==> src/wrsp_pkg.sv <==
/*
 * wrsp_pkg: offsets, field positions, reset values and encodings
 * for the watchdog restart, status and parameter register bank.
 * Assumes a 32-bit APB data bus and word-aligned register offsets.
 */
`default_nettype none

package wrsp_pkg;

    // ==========================================================
    // bus geometry
    localparam int unsigned ADDR_W       = 8;
    localparam int unsigned DATA_W       = 32;
    localparam int unsigned PROT_W       = 3;

    // ==========================================================
    // register offsets
    localparam logic [7:0] OFS_RESTART   = 8'h0c;
    localparam logic [7:0] OFS_STATUS    = 8'h10;
    localparam logic [7:0] OFS_INT_ACK   = 8'h14;
    localparam logic [7:0] OFS_PROT      = 8'h1c;
    localparam logic [7:0] OFS_USER_MAX  = 8'he4;
    localparam logic [7:0] OFS_INIT_MAX  = 8'he8;
    localparam logic [7:0] OFS_TOP_RST   = 8'hec;
    localparam logic [7:0] OFS_CNT_RST   = 8'hf0;
    localparam logic [7:0] OFS_SUMMARY   = 8'hf4;
    localparam logic [7:0] OFS_VERSION   = 8'hf8;
    localparam logic [7:0] OFS_TYPE      = 8'hfc;

    // ==========================================================
    // field values
    localparam logic [7:0] RESTART_KEY   = 8'h76;
    localparam logic [4:0] CNT_W_BIAS    = 5'h10;
    localparam logic [1:0] BUS_W_8       = 2'h0;
    localparam logic [1:0] BUS_W_16      = 2'h1;
    localparam logic [1:0] BUS_W_32      = 2'h2;

    // ==========================================================
    // summary register field positions
    localparam int unsigned SUM_CNT_W_LSB = 24;
    localparam int unsigned SUM_INIT_LSB  = 20;
    localparam int unsigned SUM_TOP_LSB   = 16;
    localparam int unsigned SUM_RPL_LSB   = 10;
    localparam int unsigned SUM_BUS_LSB   = 8;
    localparam int unsigned SUM_PAUSE     = 7;
    localparam int unsigned SUM_FIX_TOP   = 6;
    localparam int unsigned SUM_HC_TOP    = 5;
    localparam int unsigned SUM_HC_RPL    = 4;
    localparam int unsigned SUM_HC_RESP   = 3;
    localparam int unsigned SUM_DUAL_TOP  = 2;
    localparam int unsigned SUM_DFLT_RESP = 1;
    localparam int unsigned SUM_ALWAYS_EN = 0;

    // ==========================================================
    // reset values
    localparam logic [DATA_W-1:0] RST_DATA = 32'h0000_0000;

    // ==========================================================
    // timeout response state
    typedef enum logic [1:0]
    {
        WRSP_ARMED  = 2'b01,
        WRSP_WARNED = 2'b10
    } wrsp_resp_e;

endpackage

`default_nettype wire

==> src/wrsp_regs.sv <==
/*
 * wrsp_regs: upper register bank of a watchdog timer behind an APB slave:
 * keyed restart, interrupt status, read-to-clear acknowledge, protection
 * level, constant parameter, version and type registers, plus the sticky
 * enable and the interrupt-then-reset response tracking.
 * Assumes the counter core sits outside, consumes o_restart, o_intr_clear,
 * o_wdt_enabled, o_counter_freeze, and pulses i_timeout at zero count.
 */
`timescale 1ns/1ps
`default_nettype none

module wrsp_regs
    import wrsp_pkg::*;
#(
    parameter int unsigned    SLAVE_IF_TYPE      = 2,
    parameter bit             ERR_RESP_EN        = 1'b1,
    parameter bit             PROT_HARDWIRED     = 1'b0,
    parameter logic [2:0]     PROT_LEVEL_RST     = 3'h0,
    parameter int unsigned    COUNTER_WIDTH      = 32,
    parameter logic [31:0]    USER_TOP_MAX       = 32'h0000_0000,
    parameter logic [31:0]    USER_TOP_INIT_MAX  = 32'h0000_0000,
    parameter logic [31:0]    TOP_RST            = 32'h0000_0000,
    parameter logic [31:0]    CNT_RST            = 32'hffff_ffff,
    parameter logic [3:0]     DFLT_INIT_SEL      = 4'h0,
    parameter logic [3:0]     DFLT_TIMEOUT_SEL   = 4'h0,
    parameter logic [2:0]     DFLT_PULSE_LEN     = 3'h0,
    parameter bit             PAUSE_PRESENT      = 1'b0,
    parameter bit             USE_FIX_TOP        = 1'b1,
    parameter bit             TIMEOUT_HARDWIRED  = 1'b0,
    parameter bit             PULSE_HARDWIRED    = 1'b0,
    parameter bit             RESPONSE_HARDWIRED = 1'b0,
    parameter bit             DUAL_TOP           = 1'b0,
    parameter bit             DFLT_RESPONSE_SEL  = 1'b0,
    parameter bit             ALWAYS_EN          = 1'b0,
    // arbitrary example version string "100*"
    parameter logic [31:0]    VERSION_ID         = 32'h3130_302a,
    // arbitrary neutral type code
    parameter logic [31:0]    TYPE_CODE          = 32'h5854_0001
)
(
    input  wire logic              i_clk,
    input  wire logic              i_rst_b,
    input  wire logic              i_psel,
    input  wire logic              i_penable,
    input  wire logic              i_pwrite,
    input  wire logic [ADDR_W-1:0] i_paddr,
    input  wire logic [DATA_W-1:0] i_pwdata,
    input  wire logic [PROT_W-1:0] i_pprot,
    input  wire logic              i_enable_set,
    input  wire logic              i_response_select,
    input  wire logic              i_timeout,
    input  wire logic              i_pause,
    output logic [DATA_W-1:0]      o_prdata,
    output logic                   o_pready,
    output logic                   o_pslverr,
    output logic                   o_restart,
    output logic                   o_intr_clear,
    output logic                   o_intr,
    output logic                   o_sys_rst,
    output logic                   o_wdt_enabled,
    output logic                   o_counter_freeze
);

    // ==========================================================
    // configuration constants
    localparam bit PROT_VISIBLE = (SLAVE_IF_TYPE > 1) && ERR_RESP_EN;
    localparam bit PROT_EXISTS  = PROT_VISIBLE && !PROT_HARDWIRED;
    localparam logic [4:0] CNT_W_FIELD = 5'(COUNTER_WIDTH) - CNT_W_BIAS;
    localparam logic [1:0] BUS_W_CODE  = (DATA_W == 8)  ? BUS_W_8 :
                                         (DATA_W == 16) ? BUS_W_16 : BUS_W_32;

    // ==========================================================
    // registers
    logic [2:0]        prot_level_reg;
    logic [DATA_W-1:0] prdata_reg;
    logic [DATA_W-1:0] prdata_next;
    logic              pready_reg;
    logic              pslverr_reg;
    logic              pslverr_next;
    logic              intr_reg;
    logic              intr_next;
    logic              restart_reg;
    logic              intr_clear_reg;
    logic              sys_rst_reg;
    logic              enabled_reg;
    logic              freeze_reg;
    wrsp_resp_e        resp_reg;
    wrsp_resp_e        resp_next;

    logic [DATA_W-1:0] summary;
    logic              setup_phase;
    logic              access_done;
    logic              prot_ok;
    logic              is_protected;
    logic              granted;
    logic              restart_hit;
    logic              ack_hit;
    logic              prot_wr;
    logic              timeout_live;

    // ==========================================================
    // apb decode
    assign setup_phase  = i_psel && !i_penable;
    assign access_done  = i_psel && i_penable && pready_reg;
    // every set level bit must also be set in pprot
    assign prot_ok      = ((i_pprot & prot_level_reg) == prot_level_reg);
    assign is_protected = (i_paddr == OFS_RESTART) || (i_paddr == OFS_INT_ACK) ||
                          (i_paddr == OFS_PROT);
    assign granted      = !(PROT_VISIBLE && is_protected && !prot_ok);

    assign restart_hit  = access_done && i_pwrite && granted && (i_paddr == OFS_RESTART)
                          && (i_pwdata[7:0] == RESTART_KEY);
    assign ack_hit      = access_done && !i_pwrite && granted && (i_paddr == OFS_INT_ACK);
    assign prot_wr      = access_done && i_pwrite && granted && (i_paddr == OFS_PROT)
                          && PROT_EXISTS;

    // ==========================================================
    // configuration summary word
    always_comb
    begin
        summary = RST_DATA;
        summary[SUM_CNT_W_LSB +: 5] = CNT_W_FIELD;
        summary[SUM_INIT_LSB +: 4]  = DFLT_INIT_SEL;
        summary[SUM_TOP_LSB +: 4]   = DFLT_TIMEOUT_SEL;
        summary[SUM_RPL_LSB +: 3]   = DFLT_PULSE_LEN;
        summary[SUM_BUS_LSB +: 2]   = BUS_W_CODE;
        summary[SUM_PAUSE]          = PAUSE_PRESENT;
        summary[SUM_FIX_TOP]        = USE_FIX_TOP;
        summary[SUM_HC_TOP]         = TIMEOUT_HARDWIRED;
        summary[SUM_HC_RPL]         = PULSE_HARDWIRED;
        summary[SUM_HC_RESP]        = RESPONSE_HARDWIRED;
        summary[SUM_DUAL_TOP]       = DUAL_TOP;
        summary[SUM_DFLT_RESP]      = DFLT_RESPONSE_SEL;
        summary[SUM_ALWAYS_EN]      = ALWAYS_EN;
    end

    // ==========================================================
    // read mux, evaluated in the setup phase
    always_comb
    begin
        prdata_next = RST_DATA;
        if (!i_pwrite && granted)
        begin
            unique case (i_paddr)
                OFS_STATUS:   prdata_next[0] = intr_reg;
                OFS_PROT:     prdata_next[2:0] = PROT_VISIBLE ? prot_level_reg : 3'h0;
                OFS_USER_MAX: prdata_next = USER_TOP_MAX;
                OFS_INIT_MAX: prdata_next = USER_TOP_INIT_MAX;
                OFS_TOP_RST:  prdata_next = TOP_RST;
                OFS_CNT_RST:  prdata_next = CNT_RST;
                OFS_SUMMARY:  prdata_next = summary;
                OFS_VERSION:  prdata_next = VERSION_ID;
                OFS_TYPE:     prdata_next = TYPE_CODE;
                // restart, acknowledge and unmapped read zero
                default:      prdata_next = RST_DATA;
            endcase
        end
        pslverr_next = PROT_VISIBLE && is_protected && !prot_ok;
    end

    // ==========================================================
    // apb response: one wait-free access phase
    always_ff @(posedge i_clk or negedge i_rst_b)
    begin
        if (!i_rst_b)
        begin
            pready_reg  <= 1'b0;
            pslverr_reg <= 1'b0;
            prdata_reg  <= RST_DATA;
        end
        else if (setup_phase)
        begin
            pready_reg  <= 1'b1;
            pslverr_reg <= pslverr_next;
            prdata_reg  <= prdata_next;
        end
        else
        begin
            pready_reg  <= 1'b0;
            pslverr_reg <= 1'b0;
            prdata_reg  <= RST_DATA;
        end
    end

    // ==========================================================
    // protection level
    always_ff @(posedge i_clk or negedge i_rst_b)
    begin
        if (!i_rst_b)
        begin
            prot_level_reg <= PROT_LEVEL_RST;
        end
        else if (prot_wr)
        begin
            prot_level_reg <= i_pwdata[2:0];
        end
    end

    // ==========================================================
    // restart strobe to the counter core
    always_ff @(posedge i_clk or negedge i_rst_b)
    begin
        if (!i_rst_b)
        begin
            restart_reg <= 1'b0;
        end
        else
        begin
            restart_reg <= restart_hit;
        end
    end

    // ==========================================================
    // acknowledge strobe, counter left running
    always_ff @(posedge i_clk or negedge i_rst_b)
    begin
        if (!i_rst_b)
        begin
            intr_clear_reg <= 1'b0;
        end
        else
        begin
            intr_clear_reg <= ack_hit;
        end
    end

    // ==========================================================
    // sticky enable, cleared only by reset
    always_ff @(posedge i_clk or negedge i_rst_b)
    begin
        if (!i_rst_b)
        begin
            enabled_reg <= ALWAYS_EN;
        end
        else
        begin
            enabled_reg <= enabled_reg || i_enable_set;
        end
    end

    // ==========================================================
    // pause freeze
    always_ff @(posedge i_clk or negedge i_rst_b)
    begin
        if (!i_rst_b)
        begin
            freeze_reg <= 1'b0;
        end
        else
        begin
            freeze_reg <= PAUSE_PRESENT && i_pause;
        end
    end

    // ==========================================================
    // timeouts that count: enabled and not paused
    assign timeout_live = i_timeout && enabled_reg && !freeze_reg;

    // ==========================================================
    // timeout response and interrupt flag
    always_comb
    begin
        resp_next = resp_reg;
        intr_next = intr_reg;
        if (restart_hit)
        begin
            resp_next = WRSP_ARMED;
            intr_next = 1'b0;
        end
        else if (ack_hit)
        begin
            // acknowledge leaves the tracker as it is
            intr_next = 1'b0;
        end
        // a same-cycle timeout wins over either clear
        if (timeout_live)
        begin
            unique case (resp_reg)
                WRSP_ARMED:
                begin
                    if (i_response_select)
                    begin
                        resp_next = WRSP_WARNED;
                        intr_next = 1'b1;
                    end
                end
                WRSP_WARNED: resp_next = WRSP_WARNED;
            endcase
        end
    end

    always_ff @(posedge i_clk or negedge i_rst_b)
    begin
        if (!i_rst_b)
        begin
            resp_reg <= WRSP_ARMED;
        end
        else
        begin
            resp_reg <= resp_next;
        end
    end

    // ==========================================================
    // pending interrupt flag
    always_ff @(posedge i_clk or negedge i_rst_b)
    begin
        if (!i_rst_b)
        begin
            intr_reg <= 1'b0;
        end
        else
        begin
            intr_reg <= intr_next;
        end
    end

    // ==========================================================
    // system reset request
    always_ff @(posedge i_clk or negedge i_rst_b)
    begin
        if (!i_rst_b)
        begin
            sys_rst_reg <= 1'b0;
        end
        else
        begin
            // second timeout resets even after the interrupt was acknowledged
            sys_rst_reg <= timeout_live && ((resp_reg == WRSP_WARNED) || !i_response_select);
        end
    end

    // ==========================================================
    // outputs
    assign o_prdata         = prdata_reg;
    assign o_pready         = pready_reg;
    assign o_pslverr        = pslverr_reg;
    assign o_restart        = restart_reg;
    assign o_intr_clear     = intr_clear_reg;
    assign o_intr           = intr_reg;
    assign o_sys_rst        = sys_rst_reg;
    assign o_wdt_enabled    = enabled_reg;
    assign o_counter_freeze = freeze_reg;

endmodule

`default_nettype wire

==> config.mk <==
export PLATFORM = sky130hd
export DESIGN_NAME = wrsp_regs
export DESIGN_NICKNAME = d
export VERILOG_FILES = /design/src/wrsp_pkg.sv /design/src/wrsp_regs.sv
export SDC_FILE = /design/constraint.sdc
export NUM_CORES = 1
export LEC_CHECK = 0
export ABC_CLOCK_PERIOD_IN_PS = 1720
export BUFFER_PORTS_ARGS = -buffer_cell sky130_fd_sc_hd__buf_2
export CORE_ASPECT_RATIO = 0.7
export CORE_MARGIN = 2
export CORE_UTILIZATION = 38
export CTS_BUF_LIST = sky130_fd_sc_hd__clkbuf_4 sky130_fd_sc_hd__clkbuf_8 sky130_fd_sc_hd__clkbuf_16
export DETAILED_ROUTE_END_ITERATION = 8
export GPL_ROUTABILITY_DRIVEN = 1
export PLACE_DENSITY_LB_ADDON = 0.1
export REMOVE_ABC_BUFFERS = 1
export SYNTH_ARGS = -nofsm -noshare
export SYNTH_HDL_FRONTEND = slang
export SYNTH_SLANG_ARGS = --single-unit
==> constraint.sdc <==
create_clock -name i_clk -period 1.72 [get_ports i_clk]
set_input_delay 0.086 -clock i_clk [delete_from_list [all_inputs] [get_ports i_clk]]
set_output_delay 0.086 -clock i_clk [all_outputs]
set_load 0.02 [all_outputs]
; ---- After elaboration in Yosys (flattened, before gate mapping)
; Index checks and enable logic that the tools add are counted.
; Widths: inputs -> output; s select.
[classes]
bitwise_logic = 1
reduce_logical = 25
mux = 16
eq_ne = 12
[ops]
columns = operator, count
row1 = $pmux 29 s4, 1
row2 = $mux 32, 2
row3 = $eq 8x8->1 const B, 4
row4 = $eq 8x5->1 const B, 3
row5 = $logic_and 1x1->1, 15
row6 = $eq 8x4->1 const B, 1
row7 = $eq 8x7->1 const B, 1
row8 = $mux 1, 7
row9 = $mux 2, 3
row10 = $pmux 2 s3, 1
row11 = $logic_not 1->1, 5
row12 = $logic_or 1x1->1, 4
row13 = $pmux 2 s2, 1
row14 = $and 3x3->3, 1
row15 = $eq 3x3->1, 1
row16 = $pmux 1 s3, 1
row17 = $eq 2x1->1 const B, 1
row18 = $eq 2x2->1 const B, 1
row19 = $reduce_or 2->1, 1
[word_totals]
output_inout_bits = 40
register_bits = 44
input_bits = 52

; ---- Logic depth before layout (Yosys ltp)
; Gate-level depths: netlist of run 1.
[logic_depth]
depth_word = 12
mapped_depth = 5
ltp_nobuf = 4

; ---- Worst setup path before layout of run 1
; No wires, ideal clock.
[synth_path]
path_kind = reg2reg
start = register pready_reg, in the netlist o_pready
end = register prot_level_reg[0]
t_arrival_ps = 1323
n_path_buf = 0
setup_time_ps = 125
stages_incl_launch_ff = 5
synth_period_minus_slack_ps = 1448
setup_slack_ps = 272
required_ps = 1595
cell_sequence = dfrtp_1 -> and3_1 -> nand3_1 -> nor4_4 -> mux2_2
[synth_via]
elab_chain_cells = 4
[synth_lines]
columns = item, line
row1 = start: declaration, wrsp_regs.sv:77  ; logic pready_reg;
row2 = start signal: assignment, wrsp_regs.sv:167  ; pready_reg <= 1'b0;
row3 = start signal: assignment, wrsp_regs.sv:173  ; pready_reg <= 1'b1;
row4 = start signal: assignment, wrsp_regs.sv:179  ; pready_reg <= 1'b0;
row5 = $logic_and 1x1->1, wrsp_regs.sv:104  ; assign access_done = i_psel && i_penable && pready_reg;
row6 = $logic_and 1x1->1 (3 in series), wrsp_regs.sv:114  ; assign prot_wr = access_done && i_pwrite && granted && (i_paddr == OFS_PROT)
row7 = end signal: assignment, wrsp_regs.sv:195  ; prot_level_reg <= i_pwdata[2:0];
row8 = end: declaration, wrsp_regs.sv:74  ; logic [2:0] prot_level_reg;
; No other way between the ends.
; A chain may end at the register's enable or synchronous reset.

; ---- Worst setup path after layout of run 1
[layout_path]
start = register prot_level_reg[1]
end = register prot_level_reg[0]
[layout_via]
elab_chain_cells = 7
[layout_lines]
columns = item, line
row1 = $and 3x3->3, wrsp_regs.sv:106  ; assign prot_ok = ((i_pprot & prot_level_reg) == prot_level_reg);
row2 = $eq 3x3->1 *, wrsp_regs.sv:106
row3 = $logic_not 1->1 *, wrsp_regs.sv:109  ; assign granted = !(PROT_VISIBLE && is_protected && !prot_ok);
row4 = $logic_and 1x1->1 *, wrsp_regs.sv:109
row5 = $logic_not 1->1 *, wrsp_regs.sv:109
row6 = $logic_and 1x1->1 * (2 in series), wrsp_regs.sv:114
; Mark *: on every way between the ends. The rest lies on a longest branch, timed or not.

==> results.sh, run 1 <==
export IMPL_outcome="completed"
export IMPL_syn_area_mm2=0.00114
export IMPL_rsz0062_at_grt="false"
export IMPL_gr_total_overflow=0
export IMPL_syn_avg_cell_area_um2=10.3
export IMPL_grt_use_total_pct=15.1
export IMPL_post_cts_buffers=0
export IMPL_vias=902
export IMPL_hold_path_class="in2reg"
export IMPL_largest_reg_flops=9
export IMPL_path_class="reg2reg"
export IMPL_routedWlPerCell_um=12.4
export IMPL_num_rows=16
export IMPL_async_flop_share_pct=100
export IMPL_die_x_um=69.6
export IMPL_syn_inst=111
export IMPL_drt_vias_per_instance=4.67
export IMPL_diodes=0
export IMPL_ios=92
export IMPL_ys_types=35
export IMPL_yosysWarnings=0
export IMPL_ant_nets=0
export IMPL_core_area_mm2=0.00282
export IMPL_ys_seq_elements=21
export IMPL_power_density_mw_per_mm2=652
export IMPL_clk_pin_slew_ps=70
export IMPL_globalplace_congestion=0.821
export IMPL_cap_violations=0
export IMPL_irDropWorstVdd_mv=0.417
export IMPL_clkLatencyLatePin_ps=260
export IMPL_leakage_uw=0.000782
export IMPL_synth_edf_count=0
export IMPL_cts_sinks=21
export IMPL_h_tree_depth=1
export IMPL_clock_path_buffers=2
export IMPL_setup_violations=0
export IMPL_numCtsBuffers=3
export IMPL_clockRootBuffer="clkbuf_8"
export IMPL_antenna_found_initial=0
export IMPL_cts_tree="built"
export IMPL_dr_pass1_iters=4
export IMPL_arrival_ps=1640
export IMPL_reg2reg_slack_ps=230
export IMPL_route_detailed_drc=0
export IMPL_cp_end_kind="flip-flop"
export IMPL_fmax_mhz=673
export IMPL_cp_required_ps=1870
export IMPL_routed_wl_um=2400
export IMPL_start_kind="flip-flop"
export IMPL_worstPathMaxFanout=3
export IMPL_drv_slew=0
export IMPL_hold_violations=0
export IMPL_dieArea_mm2=0.00347
export IMPL_final_nets=210
export IMPL_min_period_ps=1490
export IMPL_total_power_uw=905
export IMPL_ys_seq_area_share_pct=46.1
export IMPL_area_growth_pct=21.4
export IMPL_drtIter0Drc=32
export IMPL_cts_resized=0
export IMPL_nFillCells=282
export IMPL_dp_hpwl_um=1930
export IMPL_fin_crit_sh_pct=86.4
export IMPL_skew_ps=0.927
export IMPL_die_h_um=49.9
export IMPL_fin_util_pct=49.2
export IMPL_postCtsHoldBufs=1
export IMPL_start_util_pct=40.5
export IMPL_first_global_vias=843
export IMPL_grt_max_degree=22
export IMPL_io_buffer_count=65
export IMPL_ys_flop_type="dfrtp_1"
export IMPL_drive_above_1_share_pct=52.2
export IMPL_grt_pass1_wl_um=3960
-- critical path: stages, from the launching register on --
cell	delay (ps)
dfrtp_1	400
nand2b_1	100
nand3_1	170
nor4_4	330
mux2_2	370
-- through the flow --
stage	setup TNS [ps]	area (um^2)	instances	hold WS, ps	setup slack [ps]
after CTS	0	1390	193	7.26	222
after detailed placement	0	1330	188	69.8	221
after global placement	0	1330	188	67.8	240
after floorplan	-4500	947	85	-210	-321
final	0	1390	193	8.59	234
after global routing	0	1390	193	13.1	133
-- Yosys cell counts, types with 2 or more instances --
master / number / area (um^2)
a21oi_1: 3 / 15.0
and3_1: 4 / 25.0
buf_4: 24 / 180
dfrtp_1: 20 / 500
inv_1: 6 / 22.5
mux2_2: 3 / 33.8
nand2_1: 4 / 15.0
nand2b_1: 4 / 25.0
nand3_1: 5 / 25.0
nor2_1: 8 / 30.0
nor3b_1: 2 / 15.0
o211ai_1: 2 / 15.0
o21ai_0: 3 / 15.0
o32ai_1: 2 / 17.5
-- layout make-up --
type | count | area, um^2 | share of cell area [%]
clock buffers | 3 | 41.3 | 2.97
well taps | 36 | 45.0 | 3.24
flip-flops and latches | 21 | 527 | 37.9
inverters | 6 | 22.5 | 1.62
multi-input cells | 58 | 398 | 28.6
clock inverters | 1 | 5.00 | 0.360
repair buffers | 68 | 350 | 25.2
-- cells by family after synthesis --
logic type	share of synthesized area, %
simple gates	22.3
xor+xnor	0.766
other cells	0.328
compound gates	8.42
mux	2.95
buf+inv	19.1
flops	46.1
-- power by group --
part	switching (uW)	internal, uW
combinational	50.2	38.4
sequential	1.05	496
clock	158	161
-- placed cells by master (no fill, tap or decap), types with 2 or more instances in the layout --
cell type / count
buf_2: 65
dfrtp_1: 20
nor2_1: 8
inv_1: 6
nand3_1: 5
nand2b_1: 4
nand2_1: 4
and3_1: 4
a21oi_1: 3
o21ai_0: 3
mux2_2: 3
clkbuf_8: 3
nor3b_1: 2
o32ai_1: 2
o211ai_1: 2
buf_4: 2
-- routing by layer --
| layer | routed length (um) | global-route usage (%) | part of all wire [%] | vias to the layer above |
|---|---|---|---|---|
| met2 | 1060 | 23.9 | 44 | 43 |
| met3 | 226 | 5.52 | 9.4 | 5 |
| met5 | 0 | 0 | 0 | - |
| met1 | 1060 | 18.4 | 44 | 406 |
| li1 | - | - | - | 448 |
| met4 | 48 | 6.86 | 2.0 | 0 |
-- path summary, 6_finish.rpt --
path / startpoint / to / cells after the start
max in group asynchronous: i_rst_b / resp_reg[0] / 2
worst min-delay path: i_enable_set / o_wdt_enabled / 2
worst max-delay path: prot_level_reg[1] / prot_level_reg[0] / 4
min in group asynchronous: i_rst_b / o_wdt_enabled / 2
worst max register to register: prot_level_reg[1] / prot_level_reg[0] / 4
worst min register to register: resp_reg[1] / o_intr / 1
(Power assumes the default switching activity.)
==> run 2, diff against run 1 <==
RECOVER_POWER = 50   (was not set)
==> results.sh, run 2 (synthesized netlist as in run 1, its figures left out) <==
export IMPL_worstHoldStart="i_enable_set"
export IMPL_clock_path_buffers=2
export IMPL_dr_pass1_iters=4
export IMPL_drt_vias_per_instance=4.67
export IMPL_outcome="completed"
export IMPL_fmax_mhz=673
export IMPL_relSlewSlack_pct=24.5
export IMPL_clk_pin_slew_ps=70
export IMPL_gr_total_overflow=0
export IMPL_cts_tree="built"
export IMPL_routedWlPerCell_um=12.6
export IMPL_hold_path_class="in2reg"
export IMPL_ant_nets=0
export IMPL_cp_end_kind="flip-flop"
export IMPL_grt_use_total_pct=15.1
export IMPL_crit_end="prot_level_reg[0]"
export IMPL_first_global_vias=843
export IMPL_globalplace_congestion=0.821
export IMPL_mostFrequentLayoutCells="48 x buf_2, 20 x dfrtp_1, 18 x clkbuf_1"
export IMPL_rsz0062_at_grt="false"
export IMPL_routed_wl_um=2430
export IMPL_h_tree_depth=1
export IMPL_reg2reg_depth=4
export IMPL_leakage_uw=0.000707
export IMPL_arrival_ps=1640
export IMPL_vias=901
export IMPL_diodes=0
export IMPL_worst_slack_ps=233
export IMPL_io_buffer_count=65
export IMPL_start_kind="flip-flop"
export IMPL_slowest_delay_ps=400
export IMPL_drtIter0Drc=36
export IMPL_internal_power_uw=695
export IMPL_setup_tns_final_ps=0
export IMPL_final_common_cell="buf_2"
export IMPL_reg2reg_slack_ps=230
export IMPL_rr_startpoint="prot_level_reg[1]"
export IMPL_clkLatencyLatePin_ps=260
export IMPL_die_x_um=69.6
export IMPL_area_growth_pct=19.3
export IMPL_switching_power_uw=212
export IMPL_cp_slowest_cell="dfrtp_1"
export IMPL_path_class="reg2reg"
export IMPL_dieArea_mm2=0.00347
export IMPL_cts_resized=0
export IMPL_final_nets=210
export IMPL_num_rows=16
export IMPL_timing_rr_end="prot_level_reg[0]"
export IMPL_fin_crit_sh_pct=86.4
export IMPL_antenna_found_initial=0
export IMPL_die_h_um=49.9
export IMPL_comb_power_share_pct=9.6
export IMPL_setup_violations=0
export IMPL_clockRootBuffer="clkbuf_8"
export IMPL_cp_required_ps=1870
export IMPL_preCtsSetupSlack_ps=221
export IMPL_irDropWorstVdd_mv=0.420
export IMPL_power_density_mw_per_mm2=665
export IMPL_crit_chain="nand2b_1, nand3_1, nor4_4, mux2_2"
export IMPL_largest_reg_flops=9
export IMPL_hold_violations=0
export IMPL_cap_violations=0
export IMPL_drv_slew=0
export IMPL_startpoint="prot_level_reg[1]"
export IMPL_route_detailed_drc=0
export IMPL_min_period_ps=1490
export IMPL_cts_sinks=21
export IMPL_post_cts_buffers=0
export IMPL_grt_pass1_wl_um=3960
export IMPL_dp_hpwl_um=1930
export IMPL_worstPathMaxFanout=3
export IMPL_numCtsBuffers=3
export IMPL_worstMarginPinSlew_ps=1130
export IMPL_pwr_share_seq_pct=54.9
export IMPL_p_sw_share_pct=23.4
export IMPL_start_util_pct=40.5
export IMPL_holdWs_ps=6.59
export IMPL_grt_max_degree=22
export IMPL_core_area_mm2=0.00282
export IMPL_drive_above_1_share_pct=40.8
export IMPL_p_clk_share_pct=35.5
export IMPL_ios=92
export IMPL_skew_ps=1.41
[run 2: how the worst min path moves through the flow]
stage | endpoint | depth (start not counted)
after global routing | o_wdt_enabled | 2
after floorplan | o_intr | 0
final | o_wdt_enabled | 2
after detailed placement | o_wdt_enabled | 1
after CTS | o_wdt_enabled | 2
after global placement | o_wdt_enabled | 1
[run 2: area by class of cell]
| type | instances | area [um^2] |
|---|---|---|
| Tap cell | 36 | 45.0 |
| Timing Repair Buffer | 68 | 325 |
| Fill cell | 282 | 1460 |
| Multi-Input combinational cell | 58 | 398 |
| Clock inverter | 1 | 5.00 |
| Sequential cell | 21 | 527 |
| Inverter | 6 | 22.5 |
| Clock buffer | 3 | 41.3 |
[run 2: power by group through the flow]
stage	registers [uW]	logic [uW]	clock network, uW
after floorplan	511	23.9	0
after global placement	507	86.7	0
after detailed placement	507	87.7	0
after CTS	497	89.7	332
after global routing	498	97.6	356
final	498	86.9	322
[run 2: metal layers]
layer	global-route usage, %	wire length, um	part of all wire, %
met1	18.4	1140	47
met2	23.9	1040	43
met3	5.52	206	8.5
met4	6.86	48	2.0
met5	0	0	0
[run 2: per-stage QoR]
stage | cells | util [%] | total power, uW | instance area, um^2
after detailed placement | 188 | 47.2 | 595 | 1330
after global routing | 193 | 48.3 | 951 | 1360
final | 193 | 48.3 | 907 | 1360
after global placement | 188 | 47.2 | 594 | 1330
after floorplan | 85 | - | 535 | 947
after CTS | 193 | 49.2 | 919 | 1390
[run 2: worst max-delay path: cells and delay by family, from the launching register on]
family	cells	cell delay, ps
AND/OR/NAND/NOR	3	600
flip-flops	1	400
multiplexers	1	370
[run 2: timing repair]
action | 4_1_cts | 5_1_grt
hold buffers | 1 | 0
endpoints found under the hold margin | 20 | 0
setup endpoints to repair | 0 | 0
==> run 3, diff against run 2 <==
==> constraint.sdc (replaced) <==
create_clock -name i_clk -period 1.72 [get_ports i_clk]
set_input_delay 0.344 -clock i_clk [delete_from_list [all_inputs] [get_ports i_clk]]
set_output_delay 0.344 -clock i_clk [all_outputs]
set_load 0.02 [all_outputs]
==> results.sh, run 3 (synthesized netlist as in run 1, its figures left out) <==
export IMPL_final_cells=195
export IMPL_grt_max_degree=22
export IMPL_final_nets=212
export IMPL_hold_violations=0
export IMPL_irDropWorstVdd_mv=0.368
export IMPL_cp_end_kind="flip-flop"
export IMPL_final_common_cell="buf_2"
export IMPL_hold_path_class="in2async"
export IMPL_post_cts_buffers=0
export IMPL_min_period_ps=1520
export IMPL_crit_chain="nand2b_1, a32oi_1, a311o_1, o32ai_1"
export IMPL_power_density_mw_per_mm2=663
export IMPL_arrival_ps=1680
export IMPL_cap_violations=0
export IMPL_start_kind="flip-flop"
export IMPL_setup_tns_final_ps=0
export IMPL_first_global_vias=889
export IMPL_worst_slack_ps=202
export IMPL_numCtsBuffers=3
export IMPL_leakage_uw=0.000722
export IMPL_globalplace_congestion=0.787
export IMPL_drt_vias_per_instance=4.72
export IMPL_skew_ps=2.33
export IMPL_h_tree_depth=1
export IMPL_largest_reg_flops=9
export IMPL_start_util_pct=40.5
export IMPL_cp_slowest_cell="a311o_1"
export IMPL_top_layer="met4"
export IMPL_ios=92
export IMPL_fin_crit_sh_pct=88.3
export IMPL_dr_pass1_iters=4
export IMPL_route_detailed_drc=0
export IMPL_cts_sinks=21
export IMPL_antenna_found_initial=0
export IMPL_dpl_cell_count=191
export IMPL_design_area_mm2=0.00138
export IMPL_grt_pass1_wl_um=4030
export IMPL_area_growth_pct=20.7
export IMPL_worstMarginPinSlew_ps=1080
export IMPL_drtIter0Drc=14
export IMPL_rsz0062_at_grt="false"
export IMPL_cts_tree="built"
export IMPL_dieArea_mm2=0.00347
export IMPL_clock_path_buffers=2
export IMPL_setup_violations=0
export IMPL_relSlewSlack_pct=27.8
export IMPL_wl_met1_um=1080
export IMPL_wl_met3_um=256
export IMPL_gr_total_overflow=0
export IMPL_die_x_um=69.6
export IMPL_drive_above_1_share_pct=42.1
export IMPL_ant_nets=0
export IMPL_outcome="completed"
export IMPL_vias=920
export IMPL_die_h_um=49.9
export IMPL_fin_util_pct=48.9
export IMPL_postCtsHoldBufs=0
export IMPL_fmax_mhz=659
export IMPL_worstPathMaxFanout=4
export IMPL_core_area_mm2=0.00282
export IMPL_dp_hpwl_um=1970
export IMPL_clkLatencyLatePin_ps=260
export IMPL_io_buffer_count=65
export IMPL_diodes=0
export IMPL_cp_required_ps=1880
export IMPL_mostFrequentLayoutCells="49 x buf_2, 20 x dfrtp_1, 17 x clkbuf_1"
export IMPL_clk_pin_slew_ps=70
export IMPL_routedWlPerCell_um=12.4
export IMPL_routed_wl_um=2410
export IMPL_num_rows=16
export IMPL_drv_slew=0
export IMPL_slowest_delay_ps=440
export IMPL_preCtsSetupSlack_ps=56.8
export IMPL_clockRootBuffer="clkbuf_8"
export IMPL_nFillCells=304
export IMPL_path_class="reg2reg"
export IMPL_wl_met2_um=1030
export IMPL_grt_use_total_pct=14.9
export IMPL_cts_resized=0
export IMPL_place_area_mm2=0.00136
==> run 3: final timing paths <==
path                                         from       endpoint  slack [ps]  depth (start not counted)
max in group asynchronous                 i_rst_b      o_restart         810                          1
worst min register to register        resp_reg[1]         o_intr         480                          1
worst max-delay path            prot_level_reg[1]    o_prdata[1]         200                          4
worst min-delay path                      i_rst_b  o_wdt_enabled         260                          1
min in group i_clk                   i_enable_set  o_wdt_enabled         260                          2
worst max register to register  prot_level_reg[1]    o_prdata[1]         200                          4
==> run 3: cell type report <==
| type | instances | area, um^2 | area share (%) |
|---|---|---|---|
| clock buffers | 4 | 48.8 | 3.54 |
| flip-flops and latches | 21 | 527 | 38.2 |
| well taps | 36 | 45.0 | 3.26 |
| inverters | 6 | 22.5 | 1.63 |
| multi-input cells | 58 | 398 | 28.8 |
| repair buffers | 70 | 339 | 24.6 |
==> run 3: critical path: cells and delay by family (launching register included) <==
kind	cells	cell delay (ps)
AOI/OAI and AO/OA	3	910
DFF	1	400
and+or+nand+nor	1	100
==> run 3: per-stage QoR <==
stage                     hold WS [ps]  total power, uW
after floorplan                   48.4              535
after global placement             325              596
after detailed placement           326              596
after CTS                         39.1              929
after global routing               264              953
final                              261              916
==> run 3: where the power goes <==
part	total [uW]	internal (uW)	switching (uW)
clock	332	181	151
combinational	86.4	36.7	49.7
sequential	498	496	1.08
==> run 3: per-layer routing <==
layer	vias up	global-route usage, %
li1	452	-
met1	412	18.8
met2	52	23.9
met3	4	4.29
met4	0	6.86
met5	-	0
